[src/shared/mpc_pkg.sv]
// Constants for the multipurpose pin configuration block.
// Assumes byte-wide registers on an 8-bit register address space.
package mpc_pkg;
	localparam int unsigned NUM_PINS = 4;
	localparam int unsigned SYNC_STAGES = 3;
	// Register offsets, pin two through pin five
	localparam logic [7:0] OFS_PIN2 = 8'h8c;
	localparam logic [7:0] OFS_PIN3 = 8'h8d;
	localparam logic [7:0] OFS_PIN4 = 8'h8e;
	localparam logic [7:0] OFS_PIN5 = 8'h8f;
	// Reset values
	localparam logic [7:0] RST_PIN2 = 8'h20;
	localparam logic [7:0] RST_PIN3 = 8'h00;
	localparam logic [7:0] RST_PIN4 = 8'h00;
	localparam logic [7:0] RST_PIN5 = 8'h01;
	// Field positions
	localparam int unsigned INVERT_BIT = 5;
	localparam int unsigned TYPE_HI = 4;
	localparam int unsigned TYPE_LO = 3;
	localparam int unsigned FUNC_HI = 2;
	localparam int unsigned FUNC_LO = 0;
	localparam logic [7:0] WRITE_MASK = 8'h3f;
	// Output type codes
	localparam logic [1:0] TYPE_HIGHZ = 2'h0;
	localparam logic [1:0] TYPE_OPEN_DRAIN = 2'h1;
	// Function codes
	typedef enum logic [2:0] {
		FUNC_DISABLED = 3'h0,
		FUNC_COLD_RESET_IN = 3'h1,
		FUNC_VR_POWER_GOOD_IN = 3'h2,
		FUNC_REG_INPUT = 3'h3,
		FUNC_POWER_GOOD_OUT = 3'h4,
		FUNC_RESET_OUT = 3'h5,
		FUNC_VR_ENABLE_OUT = 3'h6,
		FUNC_REG_OUTPUT = 3'h7
	} mpc_func_e;
endpackage : mpc_pkg

[src/rtl/mpc_pin_cell.sv]
// One multipurpose pin: input synchroniser, polarity and open-drain driver.
// Assumes the config byte comes from registers on the same clock.
`timescale 1ns/1ps
module mpc_pin_cell #(
	parameter bit WDT_ON_CODE1 = 1'b0
) (
	// Clock and reset
	input wire logic clk_i,
	input wire logic resetn_i,
	// Configuration
	input wire logic [7:0] cfg_i,
	// Role sources for output functions
	input wire logic power_good_i,
	input wire logic reset_out_i,
	input wire logic vr_enable_i,
	input wire logic reg_drive_i,
	input wire logic watchdog_i,
	// Pin
	input wire logic pin_i,
	output logic pin_o,
	output logic pin_oe_o,
	// Decoded state
	output logic asserted_o,
	output logic [2:0] func_o,
	output logic delay_en_o
);
	typedef struct packed {
		logic [mpc_pkg::SYNC_STAGES-1:0] sync;
		logic filt;
	} mpc_cell_s;

	mpc_cell_s st_q;
	mpc_cell_s st_d;
	logic invert;
	logic [1:0] otype;
	logic is_out;
	logic want;
	logic level;

	always_comb begin
		st_d = st_q;
		st_d.sync = {st_q.sync[1:0], pin_i};
		// Accept a change only when stages two and three agree
		if (st_q.sync[1] == st_q.sync[2]) begin
			st_d.filt = st_q.sync[2];
		end
	end

	always_ff @(posedge clk_i or negedge resetn_i) begin
		if (!resetn_i) begin
			st_q <= '0;
		end else begin
			st_q <= st_d;
		end
	end

	assign invert = cfg_i[mpc_pkg::INVERT_BIT];
	assign otype = cfg_i[mpc_pkg::TYPE_HI:mpc_pkg::TYPE_LO];
	assign func_o = cfg_i[mpc_pkg::FUNC_HI:mpc_pkg::FUNC_LO];
	assign delay_en_o = (func_o != mpc_pkg::FUNC_DISABLED);

	always_comb begin
		is_out = 1'b1;
		want = 1'b0;
		unique case (func_o)
			mpc_pkg::FUNC_POWER_GOOD_OUT: want = power_good_i;
			mpc_pkg::FUNC_RESET_OUT: want = reset_out_i;
			mpc_pkg::FUNC_VR_ENABLE_OUT: want = vr_enable_i;
			mpc_pkg::FUNC_REG_OUTPUT: want = reg_drive_i;
			mpc_pkg::FUNC_COLD_RESET_IN: begin
				is_out = WDT_ON_CODE1;
				want = watchdog_i;
			end
			default: is_out = 1'b0;
		endcase
	end

	assign level = invert ? want : ~want;
	assign pin_o = 1'b0;
	// Open drain only pulls low; other type codes leave the pin floating
	assign pin_oe_o = is_out && (otype == mpc_pkg::TYPE_OPEN_DRAIN) && !level;
	assign asserted_o = !is_out && delay_en_o && (invert ? st_q.filt : ~st_q.filt);
endmodule : mpc_pin_cell

[src/rtl/mpc_multipurpose_pin_config.sv]
// Configuration registers and pin cells for multipurpose pins two to five.
// Assumes the serial-bus slave issues one-cycle read and write strobes and
// the non-volatile loader presents all four bytes with a one-cycle load strobe.
// Polarity, drive and input filtering live in one cell per pin.
//
// Behaviour
// - Bit 5 selects polarity: 0 active low, 1 active high.
// - Type field 00 turns the pin driver off, pin floats.
// - With type 00, power delays still apply when function is nonzero.
// - Type field 01 makes an open-drain output that only pulls low.
// - Function 000 disables the pin and its power delays.
// - Function field picks one of eight input, output or disabled roles.
`timescale 1ns/1ps
module mpc_multipurpose_pin_config (
	// Clock and reset
	input wire logic clk_i,
	input wire logic resetn_i,
	// Register access
	input wire logic wr_en_i,
	input wire logic rd_en_i,
	input wire logic [7:0] addr_i,
	input wire logic [7:0] wdata_i,
	output logic [7:0] rdata_o,
	output logic rvalid_o,
	output logic hit_o,
	// Non-volatile load, byte 0 is pin two
	input wire logic nvm_load_i,
	input wire logic [31:0] nvm_data_i,
	// Role sources
	input wire logic power_good_i,
	input wire logic reset_out_i,
	input wire logic vr_enable_i,
	input wire logic watchdog_reset_out_n_i,
	input wire logic [3:0] reg_drive_i,
	// Pins, index 0 is pin two
	input wire logic [3:0] multipurpose_pin_i,
	output logic [3:0] multipurpose_pin_o,
	output logic [3:0] multipurpose_pin_oe_o,
	// Decoded state toward the rest of the device
	output logic [3:0] pin_asserted_o,
	output logic [3:0] delay_en_o,
	output logic cold_reset_in_o,
	output logic vr_power_good_o,
	output logic [3:0] reg_input_o
);
	typedef struct packed {
		logic [3:0][7:0] cfg;
		logic [7:0] rdata;
		logic rvalid;
	} mpc_regs_s;

	mpc_regs_s st_q;
	mpc_regs_s st_d;
	logic [3:0] sel;
	logic [3:0][2:0] func;
	logic [3:0] cold;
	logic [3:0] power_good;

	assign sel[0] = (addr_i == mpc_pkg::OFS_PIN2);
	assign sel[1] = (addr_i == mpc_pkg::OFS_PIN3);
	assign sel[2] = (addr_i == mpc_pkg::OFS_PIN4);
	assign sel[3] = (addr_i == mpc_pkg::OFS_PIN5);
	assign hit_o = |sel;

	always_comb begin
		st_d = st_q;
		st_d.rvalid = rd_en_i;
		if (rd_en_i) begin
			st_d.rdata = 8'h00;
			for (int i = 0; i < 4; i++) begin
				if (sel[i]) begin
					st_d.rdata = st_q.cfg[i] & mpc_pkg::WRITE_MASK;
				end
			end
		end
		// Loader wins over a host write landing in the same cycle
		if (nvm_load_i) begin
			for (int i = 0; i < 4; i++) begin
				st_d.cfg[i] = nvm_data_i[i*8 +: 8] & mpc_pkg::WRITE_MASK;
			end
		end else if (wr_en_i) begin
			for (int i = 0; i < 4; i++) begin
				if (sel[i]) begin
					st_d.cfg[i] = wdata_i & mpc_pkg::WRITE_MASK;
				end
			end
		end
	end

	always_ff @(posedge clk_i or negedge resetn_i) begin
		if (!resetn_i) begin
			st_q.cfg[0] <= mpc_pkg::RST_PIN2;
			st_q.cfg[1] <= mpc_pkg::RST_PIN3;
			st_q.cfg[2] <= mpc_pkg::RST_PIN4;
			st_q.cfg[3] <= mpc_pkg::RST_PIN5;
			st_q.rdata <= 8'h00;
			st_q.rvalid <= 1'b0;
		end else begin
			st_q <= st_d;
		end
	end

	assign rdata_o = st_q.rdata;
	assign rvalid_o = st_q.rvalid;

	genvar g;
	generate
		for (g = 0; g < 4; g++) begin : g_pin
			// Pin four carries the watchdog reset output on function code one
			mpc_pin_cell #(
				.WDT_ON_CODE1(g == 2)
			) u_cell (
				.clk_i(clk_i),
				.resetn_i(resetn_i),
				.cfg_i(st_q.cfg[g]),
				.power_good_i(power_good_i),
				.reset_out_i(reset_out_i),
				.vr_enable_i(vr_enable_i),
				.reg_drive_i(reg_drive_i[g]),
				.watchdog_i(!watchdog_reset_out_n_i),
				.pin_i(multipurpose_pin_i[g]),
				.pin_o(multipurpose_pin_o[g]),
				.pin_oe_o(multipurpose_pin_oe_o[g]),
				.asserted_o(pin_asserted_o[g]),
				.func_o(func[g]),
				.delay_en_o(delay_en_o[g])
			);
			assign cold[g] = pin_asserted_o[g] && func[g] == mpc_pkg::FUNC_COLD_RESET_IN;
			assign power_good[g] = pin_asserted_o[g] && func[g] == mpc_pkg::FUNC_VR_POWER_GOOD_IN;
			assign reg_input_o[g] = pin_asserted_o[g] && func[g] == mpc_pkg::FUNC_REG_INPUT;
		end
	endgenerate

	assign cold_reset_in_o = |cold;
	assign vr_power_good_o = |power_good;
endmodule : mpc_multipurpose_pin_config

[config.mk]
export PLATFORM = sky130hd
export DESIGN_NAME = mpc_multipurpose_pin_config
export DESIGN_NICKNAME = d
export VERILOG_FILES = /design/src/shared/mpc_pkg.sv /design/src/rtl/mpc_pin_cell.sv /design/src/rtl/mpc_multipurpose_pin_config.sv
export SDC_FILE = /design/constraint.sdc
export NUM_CORES = 1
export LEC_CHECK = 0
export BUFFER_PORTS_ARGS = -buffer_cell sky130_fd_sc_hd__buf_2
export CAP_MARGIN = 20
export CORE_MARGIN = 2
export CORE_UTILIZATION = 54
export DETAILED_ROUTE_END_ITERATION = 6
export GPL_TIMING_DRIVEN = 1
export PLACE_DENSITY = 0.86
export SYNTH_ARGS = -nofsm -noshare
export SYNTH_HDL_FRONTEND = slang
export SYNTH_SLANG_ARGS = --single-unit
[constraint.sdc]
create_clock -name clk_i -period 2.94 [get_ports clk_i]
set_clock_uncertainty 0.2 [all_clocks]
set_input_delay 0.147 -clock clk_i [delete_from_list [all_inputs] [get_ports clk_i]]
set_output_delay 0.147 -clock clk_i [all_outputs]
set_load 0.03 [all_outputs]
# Word-level counts from Yosys, hierarchy flattened

Cells that the tools add are included.

Bits in latches: 0
Word-level logic and storage cells: 145
Flip-flop bits (word level): 49
Memory bits (writable): 0
ROM bits: 0
Memories kept: 0
Output and inout bits: 32
Bits of input ports: 65

Add/subtract/negate cells: 0
Divide/modulo/power cells: 0
Multiply operators: 0
Magnitude comparators: 0
Reduce and logical (&&, ||, !) cells: 57
Shift-type cells: 0
Multiplexer cells: 26
Equality and inequality tests: 40
Bitwise gates (word level): 8

Operator list:

| kind                                                                  | count |
|---|---|
| 30-bit 2-to-1 mux                                                     | 2 |
| 3-bit equality test, second input constant                            | 16 |
| 8-bit equality test, second input constant                            | 4 |
| 6-bit 2-to-1 mux                                                      | 5 |
| 1-bit logical AND                                                     | 28 |
| 3-bit by 2-bit equality test with 1-bit output, second input constant | 8 |
| 8-bit 2-to-1 mux                                                      | 3 |
| 4-bit OR reduction                                                    | 6 |
| 1-bit one-hot mux with 5 select lines                                 | 4 |
| 3-bit by 1-bit equality test with 1-bit output, second input constant | 4 |
| 1-bit 2-to-1 mux                                                      | 12 |
| 3-bit nonzero test                                                    | 4 |
| 2-bit nonzero test                                                    | 5 |
| 1-bit zero test                                                       | 9 |
| 2-bit by 1-bit equality test with 1-bit output, second input constant | 4 |
| 1-bit inverter                                                        | 8 |
| 2-bit AND reduction                                                   | 4 |
| 5-bit OR reduction                                                    | 1 |
| 1-bit equality test                                                   | 4 |

# Longest topological paths before layout

Word-level depth: 8
Mapped depth: 6
Gate-level depth less buffers: 4

# Hierarchy

Synthesis repeated with hierarchy kept, for this count alone.

Cell total of the unflattened synthesis: 294
Area, all modules: 2894.0 um^2

By module, submodules not included:

| module                              | cells each | area an instance (um^2) | times used | seq. area each (um^2) |
|---|---|---|---|---|
| mpc_multipurpose_pin_config         | 198        | 1900.6                  | 1          | 778.2 |
| mpc_pin_cell at g_pin[0].u_cell ... | 23         | 246.5                   | 3          | 100.1 |
| mpc_pin_cell at g_pin[2].u_cell     | 27         | 254.0                   | 1          | 100.1 |

# Worst setup path before layout

OpenSTA, ideal clock, no wires.

Kind: flip-flop to output port
Start point: register st_q[27] in the netlist's numbering
End point: output reg_input_o[2]
Data required time: 2593 ps
Arrival time: 1527 ps
Path slack: 1066 ps
Stages on the path, launching flop included: 3
Path buffers: 1
Cells stage by stage: dfrtp_1 > clkbuf_1 > nor4_1

Word-level cells in the longest chain between the ends: 7
Elaborated cells on any way between the ends: 13
Those cells by class: eq/ne (6); mux (1); reduce/logical (6)

RTL lines:

| element                                                                               | line                               | RTL |
|---|---|---|
| from (decl)                                                                           | mpc_multipurpose_pin_config.sv:52  | `mpc_regs_s st_q;` |
| from (signal assigned)                                                                | mpc_multipurpose_pin_config.sv:99  | `st_q <= st_d;` |
| 3-bit by 1-bit equality test with 1-bit output or 3-bit equality test (tied branches) | mpc_pin_cell.sv:65                 | `unique case (func_o)` |
| 5-bit OR reduction (no source line)                                                   | -                                  |  |
| 1-bit 2-to-1 mux                                                                      | mpc_pin_cell.sv:65                 |  |
| 1-bit zero test                                                                       | mpc_pin_cell.sv:82                 | `assign asserted_o = !is_out && delay_en_o && (invert ? st_q.filt : ~st_q.filt);` |
| 1-bit logical AND (2 in series)                                                       | mpc_pin_cell.sv:82                 |  |
| 1-bit logical AND *                                                                   | mpc_multipurpose_pin_config.sv:130 | `assign reg_input_o[g] = pin_asserted_o[g] && func[g] == mpc_pkg::FUNC_REG_INPUT;` |
| to (decl)                                                                             | mpc_multipurpose_pin_config.sv:44  | `output logic [3:0] reg_input_o` |

Every way passes the cells marked *; elsewhere a longest branch is shown, timed or not.

# Worst setup path in the final report

Start point: input addr_i[5]
End point: register st_q[37] in the netlist's numbering

Word-level cells in the longest chain between the ends: 3

RTL lines:

| element                              | line                              | RTL |
|---|---|---|
| from (decl)                          | mpc_multipurpose_pin_config.sv:21 | `input wire logic [7:0] addr_i,` |
| 8-bit equality test                  | mpc_multipurpose_pin_config.sv:62 | `assign sel[3] = (addr_i == mpc_pkg::OFS_PIN5);` |
| 2-bit nonzero test (no source line)  | -                                 |  |
| 2-bit AND reduction (no source line) | -                                 |  |

Every way passes these cells.
A chain may end at the register's enable or synchronous reset.

==> results by group <==
Worst setup path
  – Crit-path max cell delay: around 0.6 ns
  – Crit path max fanout: 14
  – CP Capture Type: flop
  – Worst setup SP type: input port
  – Arrival time worst endpoint: 2.52 ns
  – CP Cell Sequence: buf_2, or4b_4, or3_1, nor2_2, o221ai_1, dlygate4sd3_1
  – Delay-heaviest family, CP: simple AND/OR/NAND/NOR gates
  – Critical path class: in2reg
  – Worst EP required: approximately 2.9 ns
  – Critical path's slowest cell: or3_1
  – CP Buf/Inv Count: 2

Route
  – Vias: 2345
  – DRT Pass-1 Iters: 4
  – Final WL: 6.75 mm
  – Drc violations: 0
  – Wire per inst: 15.8 microns
  – DRT iter0 DRCs: approximately 160
  – Antenna viol nets, final: 0
  – Routed vias/inst: between 5 and 6

CTS
  – TritonCTS clock tree: yes
  – Clock sinks: 47
  – Setup repair bufs after CTS: 0
  – Hold Buf Count CTS: 33
  – CTS Buf Count: 5
  – Clk_lat worst skew: 0.31 ns
  – H-tree levels: 2
  – Clock Tree Buf Depth: 2
  – Clock slew at reported path FFs: 0.10 ns
  – Clock Tree Root: clkbuf_8
  – Resize count post-CTS: 0

STA
  – Post-route clock period utilization: 85.7%
  – Unrepaired setup endpoints after global routing: false
  – Finish-stage setup viols: 0
  – Max frequency: 0.397 GHz
  – Worst Tran Pin Value: 0.769 ns
  – Rel. slew slack: 48.8%
  – Max Slew Vio Count: 0
  – Hold Violations, Final: 0
  – Min Tclk post-route: 2.52 ns
  – Setup_tns: 0 ns
  – Worst setup margin: 0.422 ns
  – Fin Hold WS: 0.00147 ns

Yosys
  – Main synth FF type: dfrtp_1
  – Ys async rst share: 100%
  – Synthesized area: 0.00267 sq mm
  – Netlist cell types: 40
  – Register area share after synthesis: approximately 44%
  – Number of flops mapped to enable cells by yosys: 0
  – Synthesized instance count: 266
  – Yosys warnings: 0
  – Avg Cell Area, Syn: 10.0 sq um
  – FF+latch count, synth: 47

Floorplanning
  – Die height: between 70 and 80 microns
  – I/O pins: 97
  – Core Region: between 0.004 and 0.005 sq mm
  – Starting density of the core: 56.1%
  – Die area: 0.00552 sq mm
  – Die Width: between 70 and 80 microns
  – Rows: 25

Global routing
  – Antenna violations before repair: 0
  – First-pass GRT wire length: 11.0 mm
  – Largest net degree at the start of global routing: just over 60
  – Tot GR Track Use: 26.7%
  – Grt ovf: 0
  – Vias in the first global route: 2273

Placed design
  – Port-buffer cells: 80
  – GPL Wtd Cong: 0.870
  – Post-DP HPWL: 4.67 mm
  – Placement Setup Slack: 0.662 ns
  – Placed cell count: 385

Run status
  – Status: complete, no violations

Hold path
  – Worst hold path type: in2reg

Cells and area
  – Final Core Density: a little under three quarters
  – Final cell count without fillers: between 400 and 500
  – Number of diodes: 0
  – Syn-to-layout area delta: 28.0%
  – Final net count: between 400 and 500
  – Layout cells sized above 1: 29.4%
  – Most frequent cells in the layout: 80 x buf_2, 45 x dfrtp_1, 37 x nand2_1
  – Most common cell after layout, fill and taps aside: buf_2

Job
  – Max_cap viols: 0

Pwr
  – LEAKAGE: 1.54 nW
  – Peak VDD IR: 0.263 mV
  – Cell Pwr Density: 446 mW/mm^2
==> metal layers <==
layer  global-route usage (%)  wire (microns)
met5                        0               0
met3                     6.91             540
met1                     36.4            2880
met2                     43.4            3250
met4                     6.55              80
==> logic make-up after synthesis <==
| logic type | count (synthesis) | share of synthesized area (%) |
|---|---|---|
| and+or+nand+nor | 106 | 21.7 |
| xor gates and xnor gates | 6 | 1.97 |
| other | 1 | 0.141 |
| adders and majority gates | 4 | 1.50 |
| AOI/OAI and AO/OA | 42 | 12.6 |
| buffers and inverters | 48 | 9.66 |
| muxes | 12 | 8.30 |
| DFF | 47 | 44.2 |
==> worst register-to-register path: stages (launching register included) <==
cell	delay (ns)
dfstp_2	0.67
nand2b_1	0.09
o221ai_1	0.16
dlygate4sd3_1	0.57
==> worst paths after layout <==
path | slack [ns] | startpoint | cells past startpoint | endpoint
hold reg to reg | 0.16 | g_pin[1].u_cell.st_d[2]$_DFF_PN0_ | 0 | g_pin[1].u_cell.st_d[3]$_DFF_PN0_
setup reg to reg | 1.20 | st_q[33]$_DFFE_PN1P_ | 3 | st_q[33]$_DFFE_PN1P_
min in group asynchronous | 0.05 | resetn_i | 2 | rdata_o[4]$_DFFE_PN0P_
max in group asynchronous | 1.95 | resetn_i | 3 | st_q[14]$_DFFE_PN1P_
setup / recovery | 0.42 | addr_i[5] | 6 | st_q[37]$_DFFE_PN0P_
hold / removal | 0.001 | wdata_i[2] | 3 | st_q[35]$_DFFE_PN0P_
==> power by group <==
part / leakage [nW] / internal (mW) / switching (mW)
Sequential: 0.571 / 0.693 / 0.0607
Combinational: 0.924 / 0.168 / 0.186
Clock: 0.0467 / 0.176 / 0.240
==> area by class of cell <==
class                           count  area, sq um
Clock buffer                        5         68.8
Clock inverter                      3         27.5
Fill cell                         363         1340
Inverter                           15         56.3
Multi-Input combinational cell    176         1250
Sequential cell                    47         1180
Tap cell                           67         83.8
Timing Repair Buffer              114          751
==> cells in the mapped netlist (3+ instances only) <==
cell / instances / area (sq um)
nand2b_1: 21 / 131
dfrtp_1: 45 / 1130
nor2_1: 7 / 26.3
nand3b_1: 13 / 97.6
maj3_1: 4 / 40.0
clkbuf_1: 12 / 45.0
o221ai_1: 22 / 193
xor2_1: 4 / 35.0
nor3_1: 3 / 15.0
o21ai_0: 5 / 25.0
o311ai_0: 4 / 35.0
mux2i_1: 3 / 30.0
o21a_1: 3 / 22.5
o22ai_1: 3 / 18.8
mux4_2: 8 / 180
nand2_1: 37 / 139
nand3_1: 4 / 20.0
and3_1: 3 / 18.8
or3_1: 5 / 31.3
inv_1: 15 / 56.3
buf_4: 18 / 135
==> registers in the layout (all words and copies together) (netlist names) <==
| register | flops |
|---|---|
| g_pin.u_cell.st_q | 8 |
| rdata_o | 6 |
| st_q | 24 |
| rvalid_o | 1 |
| g_pin.u_cell.st_d | 8 |
==> per-stage QoR <==
step / power, mW / cell area, sq um
after floorplan: 0.985 / 2690
after global placement: 1.07 / 2970
after detailed placement: 1.08 / 2970
after CTS: 1.53 / 3400
after global routing: 1.60 / 3420
final: 1.52 / 3420
Note: power is estimated with default switching activity, not from simulation.
